$ cat src/atcp_pkg.sv
// Purpose: Constants for the antenna command interpreter and status reporter
// Assumes: One 125 MHz clock; byte streams come from a TCP stack on that clock
// Notes:   Frame bytes, thresholds and timing live here only
//
// Notes on behaviour
// - Serve one session; refuse further connection requests
// - Send status about twice per second
// - Local change or fault sends status immediately
// - Applied command triggers confirming status packet
// - Status: 0d 08 current 0d 0a freqLo freqHi att
// - Frequency is 16-bit, low byte first, 1 kHz
// - Attenuation byte in half-decibel steps, command b4
// - Short above 200 mA, break at zero
// - Currents below 20 mA report as zero
// - Direction variant appends 0d 09 position
// - Position 0..231; zero off, 231 is 180 degrees
// - Request 0d 12 00 answers 0d ff version
// - Version byte: bank bit 7, number bits 6:0
// - Toggle firmware bank after each reprogramming
// - Below 500 or above 30000 kHz: full range
// - Exactly 500 kHz selects low range
// - Direction command 0d b2 position accepted
// - Commands must arrive whole; parser waits otherwise
// - Server listens on port 55556
package atcp_pkg;
  localparam logic [7:0]  FRAME_START    = 8'h0d;
  localparam logic [7:0]  ST_TAG_CURRENT = 8'h08;
  localparam logic [7:0]  ST_TAG_TUNING_FREQUENCY_WORD    = 8'h0a;
  localparam logic [7:0]  ST_TAG_DIR     = 8'h09;
  localparam logic [7:0]  VER_TAG        = 8'hff;
  localparam logic [7:0]  CMD_VERSION    = 8'h12;
  localparam logic [7:0]  CMD_TUNING_FREQUENCY_WORD       = 8'hb0;
  localparam logic [7:0]  CMD_DIR        = 8'hb2;
  localparam logic [7:0]  CMD_ATT        = 8'hb4;
  localparam logic [15:0] TCP_PORT       = 16'hd904;   // 55556
  localparam logic [15:0] TUNING_FREQUENCY_WORD_LOW_KHZ   = 16'h01f4;   // 500
  localparam logic [15:0] TUNING_FREQUENCY_WORD_HIGH_KHZ  = 16'h7530;   // 30000
  localparam logic [7:0]  SHORT_MA       = 8'hc8;      // 200
  localparam logic [7:0]  FLOOR_MA       = 8'h14;      // 20
  localparam logic [7:0]  POS_MAX        = 8'he7;      // 231
  localparam logic [3:0]  LEN_STATUS     = 4'h8;
  localparam logic [3:0]  LEN_STATUS_DIR = 4'hb;
  localparam logic [3:0]  LEN_VERSION    = 4'h3;
  localparam logic [7:0]  RST_ATT        = 8'h00;
  localparam logic [15:0] RST_TUNING_FREQUENCY_WORD       = 16'h0000;
  localparam logic [7:0]  RST_POS        = 8'h00;
  localparam int          CLK_PERIOD_NS  = 8;
  localparam int          STATUS_PERIOD_MS = 500;
  localparam int          STATUS_PERIOD_CYC = STATUS_PERIOD_MS * 1000000 / CLK_PERIOD_NS;
  localparam int          FIFO_DEPTH     = 16;
  localparam int          FIFO_WIDTH     = 8;
endpackage : atcp_pkg

$ cat src/atcp_core.sv
// Purpose: Command parser, status framer and byte FIFO toward the TCP stack
// Assumes: TCP stack, knob logic and current ADC all run on ref_clk
// Notes:   Unknown codes are dropped; the parser resyncs on the next start byte
`timescale 1ns/1ns

module atcp_fifo #(
  parameter int W = 8,
  parameter int D = 16
) (
  // Clock and reset
  input  wire logic         ref_clk,
  input  wire logic         rst_n,
  // Fill side
  input  wire logic         inValid,
  input  wire logic [W-1:0] inData,
  output logic              inReady,
  // Drain side
  output logic              outValid,
  output logic [W-1:0]      outData,
  input  wire logic         outReady
);
  localparam int AW = $clog2(D);
  initial if (D < 2 || (1 << AW) != D) $error("atcp_fifo: depth must be a power of two");

  logic [W-1:0] mem [D];
  logic [AW:0]  wrPtr_q;
  logic [AW:0]  rdPtr_q;
  logic         full;
  logic         empty;

  assign full     = (wrPtr_q[AW] != rdPtr_q[AW]) && (wrPtr_q[AW-1:0] == rdPtr_q[AW-1:0]);
  assign empty    = wrPtr_q == rdPtr_q;
  assign inReady  = !full;
  assign outValid = !empty;
  assign outData  = mem[rdPtr_q[AW-1:0]];

  always_ff @(posedge ref_clk) begin
    if (inValid && !full) begin
      mem[wrPtr_q[AW-1:0]] <= inData;
    end
  end

  always_ff @(posedge ref_clk) begin
    if (!rst_n) begin
      wrPtr_q <= '0;
      rdPtr_q <= '0;
    end else begin
      if (inValid && !full) wrPtr_q <= wrPtr_q + 1'b1;
      if (outReady && !empty) rdPtr_q <= rdPtr_q + 1'b1;
    end
  end
endmodule : atcp_fifo

module atcp_core import atcp_pkg::*; #(
  parameter int         PERIOD_CYC  = STATUS_PERIOD_CYC,
  parameter bit         HAS_DIR     = 1'b1,
  parameter logic [6:0] FW_VERSION  = 7'h01   // Arbitrary value
) (
  // Clock and reset
  input  wire logic        ref_clk,
  input  wire logic        rst_n,
  // Session control from the TCP stack
  input  wire logic        connReq,
  input  wire logic        sessClose,
  output logic             connAccept,
  output logic             connReject,
  output logic             sessOpen,
  output logic [15:0]      listenPort,
  // Received command bytes
  input  wire logic        rxValid,
  input  wire logic [7:0]  rxData,
  output logic             rxReady,
  // Transmit bytes
  output logic             txValid,
  output logic [7:0]       txData,
  input  wire logic        txReady,
  // Local controls and measurement
  input  wire logic        localChange,
  input  wire logic [7:0]  localAtt,
  input  wire logic [7:0]  currentMa,
  input  wire logic        reprogramDone,
  // Applied settings and status
  output logic [15:0]      tuning_frequency_word,
  output logic [7:0]       attenuation_setting,
  output logic [7:0]       dirPosition,
  output logic             fullRange,
  output logic             lowRange,
  output logic             shortFault,
  output logic             openFault,
  output logic [7:0]       versionByte
);
  initial if (PERIOD_CYC < 2) $error("atcp_core: status period too short");

  typedef enum logic [1:0] {P_START, P_CODE, P_ARG1, P_ARG2} atcp_pst_t;
  typedef enum logic       {T_IDLE, T_SEND} atcp_tst_t;

  atcp_pst_t   pState_q;
  atcp_tst_t   tState_q;
  logic [7:0]  code_q;
  logic [7:0]  arg1_q;
  logic        sess_q;
  logic [31:0] tick_q;
  logic        tickHit;
  logic        statusPend_q;
  logic        verPend_q;
  logic        isVer_q;
  logic [3:0]  idx_q;
  logic [3:0]  frameLen;
  logic        pushValid;
  logic [7:0]  pushByte;
  logic        pushReady;
  logic        lastByte;
  logic        cmdApply;
  logic        bank_q;
  logic [7:0]  curRep;
  logic        shortPrev_q;
  logic        openPrev_q;
  logic        faultEvent;
  logic        fifoRstN;

  // Three-byte codes take one argument, frequency takes two
  function automatic logic isTwoArg(input logic [7:0] c);
    return c == CMD_TUNING_FREQUENCY_WORD;
  endfunction : isTwoArg

  // -------------------------------------------------------------
  // Session
  // -------------------------------------------------------------
  assign connAccept = connReq && !sess_q;
  assign connReject = connReq && sess_q;
  assign sessOpen   = sess_q;
  assign listenPort = TCP_PORT;

  always_ff @(posedge ref_clk) begin
    if (!rst_n) sess_q <= 1'b0;
    else if (connAccept) sess_q <= 1'b1;
    else if (sessClose) sess_q <= 1'b0;
  end

  // -------------------------------------------------------------
  // Command parser
  // -------------------------------------------------------------
  // Accepting every byte keeps a stray client from wedging the stack
  assign rxReady  = 1'b1;
  assign cmdApply = rxValid && sess_q
                    && ((pState_q == P_ARG1 && !isTwoArg(code_q)) || pState_q == P_ARG2);

  always_ff @(posedge ref_clk) begin
    if (!rst_n || !sess_q) begin
      pState_q <= P_START;
      code_q   <= 8'h00;
      arg1_q   <= 8'h00;
    end else if (rxValid) begin
      case (pState_q)
        P_START: if (rxData == FRAME_START) pState_q <= P_CODE;
        P_CODE: begin
          code_q   <= rxData;
          pState_q <= (rxData == CMD_VERSION || rxData == CMD_TUNING_FREQUENCY_WORD || rxData == CMD_ATT
                       || (HAS_DIR && rxData == CMD_DIR)) ? P_ARG1 : P_START;
        end
        P_ARG1: begin
          arg1_q   <= rxData;
          pState_q <= isTwoArg(code_q) ? P_ARG2 : P_START;
        end
        P_ARG2:  pState_q <= P_START;
        default: pState_q <= P_START;
      endcase
    end
  end

  always_ff @(posedge ref_clk) begin
    if (!rst_n) begin
      tuning_frequency_word <= RST_TUNING_FREQUENCY_WORD;
      attenuation_setting   <= RST_ATT;
      dirPosition           <= RST_POS;
    end else if (cmdApply) begin
      if (code_q == CMD_TUNING_FREQUENCY_WORD) tuning_frequency_word <= {rxData, arg1_q};
      if (code_q == CMD_ATT) attenuation_setting <= rxData;
      if (code_q == CMD_DIR && rxData <= POS_MAX) dirPosition <= rxData;
    end else if (localChange) begin
      attenuation_setting <= localAtt;
    end
  end

  assign fullRange = tuning_frequency_word < TUNING_FREQUENCY_WORD_LOW_KHZ
                     || tuning_frequency_word > TUNING_FREQUENCY_WORD_HIGH_KHZ;
  assign lowRange  = tuning_frequency_word == TUNING_FREQUENCY_WORD_LOW_KHZ;

  // -------------------------------------------------------------
  // Firmware bank and faults
  // -------------------------------------------------------------
  always_ff @(posedge ref_clk) begin
    if (!rst_n) bank_q <= 1'b0;
    else if (reprogramDone) bank_q <= !bank_q;
  end
  assign versionByte = {bank_q, FW_VERSION};

  assign curRep     = (currentMa < FLOOR_MA) ? 8'h00 : currentMa;
  assign shortFault = currentMa > SHORT_MA;
  assign openFault  = curRep == 8'h00;

  always_ff @(posedge ref_clk) begin
    if (!rst_n) begin
      shortPrev_q <= 1'b0;
      openPrev_q  <= 1'b0;
    end else begin
      shortPrev_q <= shortFault;
      openPrev_q  <= openFault;
    end
  end
  assign faultEvent = (shortFault && !shortPrev_q) || (openFault && !openPrev_q);

  // -------------------------------------------------------------
  // Reporting schedule
  // -------------------------------------------------------------
  assign tickHit = tick_q == 32'(PERIOD_CYC - 1);

  always_ff @(posedge ref_clk) begin
    if (!rst_n || !sess_q || tickHit) tick_q <= 32'h0;
    else tick_q <= tick_q + 32'h1;
  end

  // A new event wins over the clear of a pending report
  always_ff @(posedge ref_clk) begin
    if (!rst_n || !sess_q) begin
      statusPend_q <= 1'b0;
      verPend_q    <= 1'b0;
    end else begin
      if (tickHit || localChange || faultEvent
          || (cmdApply && code_q != CMD_VERSION)) statusPend_q <= 1'b1;
      else if (tState_q == T_IDLE && !verPend_q) statusPend_q <= 1'b0;
      if (cmdApply && code_q == CMD_VERSION && rxData == 8'h00) verPend_q <= 1'b1;
      else if (tState_q == T_IDLE) verPend_q <= 1'b0;
    end
  end

  // -------------------------------------------------------------
  // Framer into the FIFO
  // -------------------------------------------------------------
  assign frameLen = isVer_q ? LEN_VERSION : (HAS_DIR ? LEN_STATUS_DIR : LEN_STATUS);
  assign lastByte = idx_q == frameLen - 4'h1;
  assign pushValid = tState_q == T_SEND;

  always_comb begin
    pushByte = FRAME_START;
    if (isVer_q) begin
      case (idx_q)
        4'h1:    pushByte = VER_TAG;
        4'h2:    pushByte = versionByte;
        default: pushByte = FRAME_START;
      endcase
    end else begin
      case (idx_q)
        4'h1:    pushByte = ST_TAG_CURRENT;
        4'h2:    pushByte = curRep;
        4'h4:    pushByte = ST_TAG_TUNING_FREQUENCY_WORD;
        4'h5:    pushByte = tuning_frequency_word[7:0];
        4'h6:    pushByte = tuning_frequency_word[15:8];
        4'h7:    pushByte = attenuation_setting;
        4'h9:    pushByte = ST_TAG_DIR;
        4'ha:    pushByte = dirPosition;
        default: pushByte = FRAME_START;
      endcase
    end
  end

  always_ff @(posedge ref_clk) begin
    if (!rst_n || !sess_q) begin
      tState_q <= T_IDLE;
      idx_q    <= 4'h0;
      isVer_q  <= 1'b0;
    end else begin
      case (tState_q)
        T_IDLE: if (verPend_q || statusPend_q) begin
          tState_q <= T_SEND;
          isVer_q  <= verPend_q;
          idx_q    <= 4'h0;
        end
        T_SEND: if (pushReady) begin
          idx_q <= idx_q + 4'h1;
          if (lastByte) tState_q <= T_IDLE;
        end
        default: tState_q <= T_IDLE;
      endcase
    end
  end

  // Flush on close so a cut frame never reaches the next client
  assign fifoRstN = rst_n && sess_q;

  atcp_fifo #(.W(FIFO_WIDTH), .D(FIFO_DEPTH)) uFifo (
    .ref_clk  (ref_clk),
    .rst_n    (fifoRstN),
    .inValid  (pushValid),
    .inData   (pushByte),
    .inReady  (pushReady),
    .outValid (txValid),
    .outData  (txData),
    .outReady (txReady)
  );

  // -------------------------------------------------------------
  // Checks
  // -------------------------------------------------------------
  logic push;
  assign push = pushValid && pushReady;
endmodule : atcp_core

$ cat config.mk
export PLATFORM = sky130hd
export DESIGN_NAME = atcp_core
export DESIGN_NICKNAME = d
export VERILOG_FILES = /design/src/atcp_pkg.sv /design/src/atcp_core.sv
export SDC_FILE = /design/constraint.sdc
export NUM_CORES = 1
export LEC_CHECK = 0
export BUFFER_PORTS_ARGS = -buffer_cell sky130_fd_sc_hd__clkbuf_2
export CORE_ASPECT_RATIO = 1.25
export CORE_MARGIN = 2
export CORE_UTILIZATION = 62
export DETAILED_ROUTE_END_ITERATION = 7
export PLACE_DENSITY_LB_ADDON = 0.15
export RECOVER_POWER = 25
export SYNTH_ARGS = -nofsm -noshare
export SYNTH_HDL_FRONTEND = slang
export SYNTH_SLANG_ARGS = --single-unit
$ cat constraint.sdc
create_clock -name ref_clk -period 5 [get_ports ref_clk]
set_input_delay 0.5 -clock ref_clk [delete_from_list [all_inputs] [get_ports ref_clk]]
set_output_delay 0.5 -clock ref_clk [all_outputs]
set_load 0.01 [all_outputs]
==> metrics.txt, run 1 <==
TritonCTS buffer count=22; HP Class=in -> reg; Slew Viols, Final=17; Critical Path RT=4.50 ns; CTS Sinks=236; CTS tree=built; clock buffer depth=3; clock latency on the worst-skew pair=0.51 ns; total core area=16600 um^2; Detail Route Antenna Nets=0; status=complete, but fails checks; PortBufs=80; Ports=105; Syn Inst Count=814; failing checks=max-capacitance violations, max-slew violations; Int Power=3110 uW; Initial Util=62.6%; relative slew slack=-11.2%; initial antenna violation count=0; PD cells=335 nW/um^2; NetSw=767 uW; Vert. Die Dim=149 um; Vias/cell=6.12; FF+latch count, synth=236; Cell Rows=53; Async SR Flop Fraction=0%; CP Launch Type=flip-flop; clock skew=0.0198 ns; yosys warns=0; cell area after synthesis=10400 um^2; DRT Pass-1 Iters=6; switch share=19.8%; synth-to-layout area growth=10.9%; Comb pwr share=2.3%; clock slew at reported path FFs=0.06 ns; Hold Buf Count CTS=0; post-DP HPWL=16500 um; WL per Instance=21.0 um; clock root buffer=clkbuf_16; Final Non-Filler Cells=1118; share of layout cells above drive strength 1=14.9%; Post-synth top cells=128 x edfxtp_1, 108 x dfxtp_1, 77 x nor2_1; vias in the first global route=6774; final-stage net count=924; post-synth top area share=36.9%; Main synth FF type=edfxtp_1; WS Path Type=reg -> out; crit end category=output port; CTS resizes=0; dominant cells by area after synthesis=edfxtp_1 37%, dfxtp_1 21%, mux4_2 8.7%; GP Congestion=0.826; GRT Overall Usage=26.7%; RSZ-0062 raised after global routing=no; Leakage=0.00398 uW; Setup WS pre-CTS=2.03 ns; Post-synth EDFFs=128; # DRC=0; final worst setup slack=1.54 ns; overall routed net length=23500 um; Worst Max-Slew Pin Slew=1.66 ns; Final Setup Violations=0; first-pass GRT wire length=37200 um; final hold vios=0; count of cell types in the netlist=64; Period minus WS final=3.46 ns; Setup TNS=0 ns; most numerous cell in the Yosys netlist=edfxtp_1; clock power share=45.0%; worst hold path depth=2; Sequential Power Share=52.7%; Reg2Reg Depth=5; total power=3870 uW; Tcrit/Tclk final=69.1%; die width=120 um; FILL cells=1215; Ant. Diodes=0; Initial DRC Count=582; gr ovfl total=0; DIE AREA=17900 um^2; leading area contributor after synthesis=edfxtp_1; via count=6846; peak supply drop=0.000310 V; worst path arrival time=2.96 ns; Seq/Total Area, Yosys=57.7%; CP max FO=21; placed cells=1078; mean area per synthesized cell=12.8 um^2; Max-Cap Viols=1; Fmax=0.289 GHz; H-tree Lvls=1; Post-Route Utilization=69.4%; # Post-CTS Setup Buffers=0; largest net degree at the start of global routing=39
[area by class of cell]
class | instances | area [um^2] | share of cell area [%]
multi-input cells | 520 | 4040 | 35.0
well taps | 220 | 275 | 2.38
repair buffers | 89 | 414 | 3.59
clock buffers | 30 | 633 | 5.48
inverters | 13 | 48.8 | 0.423
flip-flops and latches | 236 | 6010 | 52.0
clock inverters | 10 | 131 | 1.14
[power groups by stage]
| stage | Clock, uW | Sequential, uW | Combinational (uW) |
|---|---|---|---|
| after floorplan | 0 | 2080 | 66.0 |
| after global placement | 0 | 2080 | 87.7 |
| after detailed placement | 0 | 2080 | 89.2 |
| after CTS | 1770 | 2040 | 89.5 |
| after global routing | 1840 | 2040 | 95.7 |
| final | 1740 | 2040 | 88.3 |
[through the flow]
| step | instance area, um^2 | hold slack (ns) |
|---|---|---|
| CTS | 11600 | 0.233 |
| detailed placement | 10900 | 0.474 |
| finish | 11500 | 0.249 |
| global placement | 10900 | 0.464 |
| floorplan | 10500 | 0.441 |
| global route | 11500 | 0.244 |
[path summary, 6_finish.rpt]
path / startpoint / to / slack (ns)
max reg2reg: code_q[0]$_SDFFE_PN0P_ / attenuation_setting[0]$_SDFFE_PN0P_ / 1.92
max: flip-flop / txData[2] / 1.54
min: connReq / sessOpen$_SDFFE_PN0P_ / 0.25
min reg2reg: tick_q[0]$_SDFF_PP0_ / tick_q[0]$_SDFF_PP0_ / 0.48
[critical path, cell delays in order (launching register included)]
cell and delay (ns):
dfxtp_2 0.80, buf_4 0.39, mux4_2 0.56, mux4_2 0.53
clkbuf_2 0.15
[registers in the layout, summed over array words and instances (netlist names), 5 cells and up, named ones only]
| signal | count |
|---|---|
| arg1_q | 8 |
| uFifo.wrPtr_q | 5 |
| code_q | 8 |
| dirPosition | 8 |
| uFifo.mem | 128 |
| uFifo.rdPtr_q | 5 |
| attenuation_setting | 8 |
| tuning_frequency_word | 16 |
| tick_q | 32 |
[logic make-up after synthesis]
family	after synthesis	share of synthesized area (%)
compound gates	103	6.72
mux	91	13.6
flops	236	57.7
buf+inv	80	4.25
xor+xnor	44	3.70
simple gates	248	12.8
other cells	2	0.0721
fa+ha+maj	10	1.20
[routing by layer]
metal / global-route usage, % / up-vias / part of all wire, %
met2: 50.2 / 204 / 55
met5: 0 / - / 0
met3: 3.29 / 45 / 4.0
met1: 32.1 / 3465 / 39
li1: - / 3132 / -
met4: 7.29 / 0 / 2.4
[cells in the final DEF, fill, tap and decap left out, drive strengths merged, types with 6 or more instances in the layout]
cell type | Yosys | final
nor3 | 9 | 9
ha | 10 | 10
a21oi | 27 | 27
nand2 | 22 | 22
buf | 42 | 7
xor2 | 27 | 27
inv | 13 | 13
nand2b | 8 | 8
clkbuf | 25 | 112
conb | 2 | 24
xnor2 | 17 | 17
mux4 | 40 | 40
clkinv | 0 | 6
nor2 | 77 | 77
nand3 | 21 | 21
o21ai | 25 | 25
nor2b | 31 | 31
nand4 | 21 | 21
and2 | 8 | 8
mux2i | 51 | 51
edfxtp | 128 | 128
nor4 | 8 | 8
and3 | 24 | 24
dfxtp | 108 | 108
No activity file was read; power rests on OpenSTA's default activity.
==> inputs of run 2 (changes only) <==
--- a/config.mk
+++ b/config.mk
@@ -8,7 +8,7 @@
 export BUFFER_PORTS_ARGS = -buffer_cell sky130_fd_sc_hd__clkbuf_2
 export CORE_ASPECT_RATIO = 1.25
 export CORE_MARGIN = 2
-export CORE_UTILIZATION = 62
+export CORE_UTILIZATION = 53
 export DETAILED_ROUTE_END_ITERATION = 7
 export PLACE_DENSITY_LB_ADDON = 0.15
 export RECOVER_POWER = 25
==> constraint.sdc (replaced) <==
create_clock -name ref_clk -period 3.1 [get_ports ref_clk]
set_input_delay 0.31 -clock ref_clk [delete_from_list [all_inputs] [get_ports ref_clk]]
set_output_delay 0.31 -clock ref_clk [all_outputs]
set_load 0.01 [all_outputs]
==> run 2 against run 1 <==
Net effect: the run still ends with max-capacitance violations, max-slew violations left; global-route usage shrank 3.7 points; die area increased by 16%; final cell count increased by 5.1%; via count down 1.1%; power increased by 65%; largest power group unchanged; register-to-register slack got worse by 1.6 ns; non-clock buffer count up 9; sequential power up 61%.
==> metrics.txt, run 2 (same netlist as run 1, synthesis figures left out) <==
post-layout instance area=11700 um^2 (was 11500 um^2); Initial Util=53.9% (was 62.6%); Slew Viols, Final=34 (was 17); failing checks=max-capacitance violations, max-slew violations (unchanged); WS Path Type=reg -> reg (was reg -> out); Final Setup Violations=0 (unchanged); CTS resizes=0 (unchanged); R2R setup slack=0.35 ns (was 1.92 ns); Ports=105 (unchanged); gr ovfl total=0 (unchanged); multi-input logic area=4060 um^2 (was 4040 um^2); clock root buffer=clkbuf_16 (unchanged); HP Class=in -> reg (unchanged); DIE AREA=20800 um^2 (was 17900 um^2); placed inst area=11000 um^2 (was 10900 um^2); clock slew at reported path FFs=0.06 ns (about the same); post-DP HPWL=15900 um (was 16500 um); status=complete, but fails checks (unchanged); GRT Overall Usage=23.0% (was 26.7%); clock skew=0.00984 ns (was 0.0198 ns); FILL cells=1584 (was 1215); Hold Buf Count CTS=0 (unchanged); share of layout cells above drive strength 1=15.2% (was 14.9%); WL per Instance=20.0 um (was 21.0 um); initial antenna violation count=0 (unchanged); largest net degree at the start of global routing=39 (unchanged); Critical Path RT=3.26 ns (was 4.50 ns); vias in the first global route=6782 (was 6774); final worst setup slack=0.347 ns (was 1.54 ns); Fmax=0.363 GHz; Vias/cell=5.77 (was 6.12); final-stage net count=935 (was 924); via count=6774 (was 6846); clock buffer depth=3 (unchanged); Vert. Die Dim=161 um (was 149 um); CP max FO=16 (was 21); worst path arrival time=2.91 ns (was 2.96 ns); most frequent cells in the layout=128 x edfxtp_1, 107 x dfxtp_1, 77 x nor2_1, 51 x mux2i_1, 46 x clkbuf_1 (was 128 x edfxtp_1, 107 x dfxtp_1, 77 x nor2_1, 51 x mux2i_1, 44 x clkbuf_1); final hold vios=0 (unchanged); PortBufs=80 (unchanged); H-tree Lvls=1 (unchanged); GP Congestion=0.896 (was 0.826); # Post-CTS Setup Buffers=0 (unchanged); worst hold slack=0.0495 ns (was 0.249 ns); CTS tree=built (unchanged); CP Launch Type=flip-flop (unchanged); first-pass GRT wire length=37000 um (was 37200 um); Ant. Diodes=0 (unchanged); max reg flops=128 (unchanged); TritonCTS buffer count=24 (was 22); overall routed net length=23500 um (about the same); Detail Route Antenna Nets=0 (unchanged); Cell Rows=57 (was 53); relative slew slack=-4.23% (was -11.2%); Max-Cap Viols=1 (unchanged); PD cells=545 nW/um^2 (was 335 nW/um^2); Tcrit/Tclk final=88.8%; RSZ-0062 raised after global routing=no (unchanged); Initial DRC Count=399 (was 582); Leakage=0.00402 uW (was 0.00398 uW); Setup TNS=0 ns (unchanged); Worst Max-Slew Pin Slew=1.56 ns (was 1.66 ns); clock latency on the worst-skew pair=0.51 ns (about the same); die width=129 um (was 120 um); Post-Route Utilization=60.8% (was 69.4%); peak supply drop=0.000394 V (was 0.000310 V); Reg area=6010 um^2 (unchanged); total core area=19300 um^2 (was 16600 um^2); CTS Sinks=236 (unchanged); most common cell after layout, fill and taps aside=edfxtp_1 (unchanged); Setup WS pre-CTS=0.338 ns (was 2.03 ns); # DRC=0 (unchanged); Period minus WS final=2.75 ns; crit end category=flip-flop (was output port); DRT Pass-1 Iters=5 (was 6); synth-to-layout area growth=12.8% (was 10.9%)
==> run 2: cell types whose count changed in the layout (fill, tap and decap cells not counted), moves of 2 or more <==
cell        delta
buf_4          +6
clkinvlp_2     +3
and2_1         +2
clkbuf_1       +2
clkinv_2       -5
clkbuf_2       -3
and2_0         -2
clkinv_1       +7
==> run 2: area by class of cell <==
type	instances	area share, %
flip-flops and latches	236	51.2
multi-input cells	520	34.5
clock buffers	27	5.39
repair buffers	98	4.11
well taps	265	2.82
clock inverters	16	1.58
inverters	13	0.416
==> run 2: stage by stage <==
step           power [uW]  cells
2_1_floorplan        3460    836
3_3_place_gp         3500   1132
3_5_place_dp         3510   1132
4_1_cts              6450   1175
5_1_grt              6580   1175
6_report             6400   1175
==> run 2: final timing paths <==
check | startpoint | end | cells past startpoint
max | idx_q[0]$_SDFFE_PN0P_ | uFifo.mem[7][2]$_DFFE_PP_ | 7
min | connReq | sessOpen$_SDFFE_PN0P_ | 2
max reg2reg | idx_q[0]$_SDFFE_PN0P_ | uFifo.mem[7][2]$_DFFE_PP_ | 7
min reg2reg | tick_q[0]$_SDFF_PP0_ | tick_q[0]$_SDFF_PP0_ | 1
==> run 2: layer usage <==
layer	part of all wire (%)	GRT usage (%)	wire (um)
met5	0	0	0
met4	3.1	8.15	720
met3	4.1	2.70	969
met2	54	41.9	12600
met1	39	27.7	9170
==> run 2: power by group <==
group / switching, uW / total [uW] / internal, uW
registers: 13.2 / 3290 / 3280
clock network: 1170 / 2960 / 1800
logic: 98.3 / 144 / 46.0
total: 1280 / 6400 / 5120
==> run 2: critical path, cell delays in order (launching register included) <==
cell,delay [ns]
dfxtp_1,0.35
inv_1,0.09
ha_1,0.48
nand2b_1,0.21
nor3_1,0.20
buf_4,0.16
nand2_1,0.05
a21oi_1,0.85
==> inputs of run 3 (changes only) <==
--- a/config.mk
+++ b/config.mk
@@ -10,6 +10,7 @@
 export CORE_MARGIN = 2
 export CORE_UTILIZATION = 53
 export DETAILED_ROUTE_END_ITERATION = 7
+export MAX_ROUTING_LAYER = met4
 export PLACE_DENSITY_LB_ADDON = 0.15
 export RECOVER_POWER = 25
 export SYNTH_ARGS = -nofsm -noshare
==> run 3 against run 2 <==
Net effect: the run still ends with max-capacitance violations, max-slew violations left; routed wire length about the same; power about the same; critical path depth unchanged; clock power about the same; non-clock buffer count unchanged; count of clock-buffer cells in the layout unchanged; critical endpoint unchanged; highest routed layer unchanged.
==> metrics.txt, run 3 (same netlist as run 1, synthesis figures left out) <==
status=complete, but fails checks (unchanged); failing checks=max-capacitance violations, max-slew violations (unchanged); via count=6748 (was 6774); CP max FO=16 (unchanged); DRT Pass-1 Iters=4 (was 5); total power=6400 uW (about the same); met3 usage=2.60% (was 2.70%); Worst Max-Slew Pin Slew=1.57 ns (was 1.56 ns); placed inst area=11000 um^2 (unchanged); DIE AREA=20800 um^2 (unchanged); crit end category=flip-flop (unchanged); Vias/cell=5.74 (was 5.77); Sequential Power Share=51.4% (about the same); largest net degree at the start of global routing=39 (unchanged); GRT Overall Usage=23.7% (was 23.0%); final hold vios=0 (unchanged); Ant. Diodes=0 (unchanged); die width=129 um (unchanged); clock latency on the worst-skew pair=0.51 ns (about the same); Comb pwr share=2.3% (about the same); vias in the first global route=6763 (was 6782); Detail Route Antenna Nets=0 (unchanged); post-layout instance area=11700 um^2 (about the same); Global Route met2 Usage=41.7% (was 41.9%); NetSw=1280 uW (about the same); Period minus WS final=2.77 ns (was 2.75 ns); Tcrit/Tclk final=89.5% (was 88.8%); R2R Path Start=idx_q[0]$_SDFFE_PN0P_ (unchanged); # Post-CTS Setup Buffers=0 (unchanged); clock slew at reported path FFs=0.06 ns (about the same); Hold Path Origin=connReq (unchanged); most frequent cells in the layout=128 x edfxtp_1, 107 x dfxtp_1, 77 x nor2_1, 51 x mux2i_1, 45 x clkbuf_1 (was 128 x edfxtp_1, 107 x dfxtp_1, 77 x nor2_1, 51 x mux2i_1, 46 x clkbuf_1); Ports=105 (unchanged); total core area=19300 um^2 (unchanged); Hold Buf Count CTS=0 (unchanged); CTS Sinks=236 (unchanged); Fmax=0.360 GHz (was 0.363 GHz); Cell Rows=57 (unchanged); WS Path Type=reg -> reg (unchanged); Final Setup Violations=0 (unchanged); final-stage net count=935 (unchanged); gr ovfl total=0 (unchanged); Setup TNS=0 ns (unchanged); Max-Cap Viols=1 (unchanged); Slew Viols, Final=34 (unchanged); CTS resizes=0 (unchanged); RSZ-0062 raised after global routing=no (unchanged); CP Launch Type=flip-flop (unchanged); GP Congestion=0.911 (was 0.896); Int Power=5120 uW (about the same); overall routed net length=23400 um (was 23500 um); PortBufs=80 (unchanged); relative slew slack=-4.37% (was -4.23%); most common cell after layout, fill and taps aside=edfxtp_1 (unchanged); clock root buffer=clkbuf_16 (unchanged); HP Class=in -> reg (unchanged); clock skew=0.0102 ns (was 0.00984 ns); clock power share=46.3% (about the same); clock buffer depth=3 (unchanged); WL per Instance=19.9 um (was 20.0 um); GR Layer Usage met1=27.9% (was 27.7%); worst path arrival time=2.93 ns (was 2.91 ns); first-pass GRT wire length=37000 um (about the same); Leakage=0.00402 uW (about the same); H-tree Lvls=1 (unchanged); post-DP HPWL=15900 um (unchanged); switch share=20.0% (about the same); Initial Util=53.9% (unchanged); Initial DRC Count=376 (was 399); max reg flops=128 (unchanged); initial antenna violation count=0 (unchanged); share of layout cells above drive strength 1=15.2% (unchanged); PD cells=545 nW/um^2 (about the same); Critical Path RT=3.25 ns (was 3.26 ns); Worst Setup SP=idx_q[0]$_SDFFE_PN0P_ (unchanged); peak supply drop=0.000396 V (was 0.000394 V); Vert. Die Dim=161 um (unchanged); TritonCTS buffer count=24 (unchanged); CTS tree=built (unchanged); synth-to-layout area growth=12.7% (was 12.8%); # DRC=0 (unchanged); grt peak-use layer=met2 (unchanged)
-- run 3: power groups by stage --
stage / clock network (uW) / logic (uW) / registers [uW]
global route: 3130 / 158 / 3290
global placement: 0 / 144 / 3360
floorplan: 0 / 106 / 3360
CTS: 3010 / 148 / 3290
detailed placement: 0 / 148 / 3360
finish: 2960 / 144 / 3290
-- run 3: final cells by class --
| type | count | area (um^2) |
|---|---|---|
| Multi-Input combinational cell | 520 | 4050 |
| Clock buffer | 27 | 633 |
| Clock inverter | 16 | 185 |
| Sequential cell | 236 | 6010 |
| Tap cell | 265 | 332 |
| Inverter | 13 | 48.8 |
| Fill cell | 1584 | 7590 |
| Timing Repair Buffer | 98 | 484 |
-- run 3: per-layer routing --
metal  part of all wire (%)  wire length (um)
met3                    4.0               932
met4                    3.1               716
met2                     54             12600
met1                     39              9230
met5                      0                 0
-- run 3: path summary, 6_finish.rpt --
| path | slack (ns) | depth (start not counted) | end |
|---|---|---|---|
| worst max register to register | 0.33 | 7 | uFifo.mem[7][2]$_DFFE_PP_ |
| worst max-delay path | 0.33 | 7 | uFifo.mem[7][2]$_DFFE_PP_ |
| worst min register to register | 0.49 | 1 | tick_q[0]$_SDFF_PP0_ |
| worst min-delay path | 0.05 | 2 | sessOpen$_SDFFE_PN0P_ |
-- run 3: per-stage QoR --
step	worst slack, ns	hold slack (ns)	cells	util, %
after floorplan	0.759	0.441	836	-
after global placement	0.539	0.461	1132	56.9
after detailed placement	0.338	0.481	1132	56.9
after CTS	0.356	0.0399	1175	61.1
after global routing	0.112	0.0655	1175	60.7
final	0.326	0.0504	1175	60.7
-- run 3: critical path, cell delays in order, from the launching register on --
cell and delay, ns:
dfxtp_1 0.35, inv_1 0.09, ha_1 0.48, nand2b_1 0.21, nor3_1 0.20, buf_4 0.16
nand2_1 0.05, a21oi_1 0.87
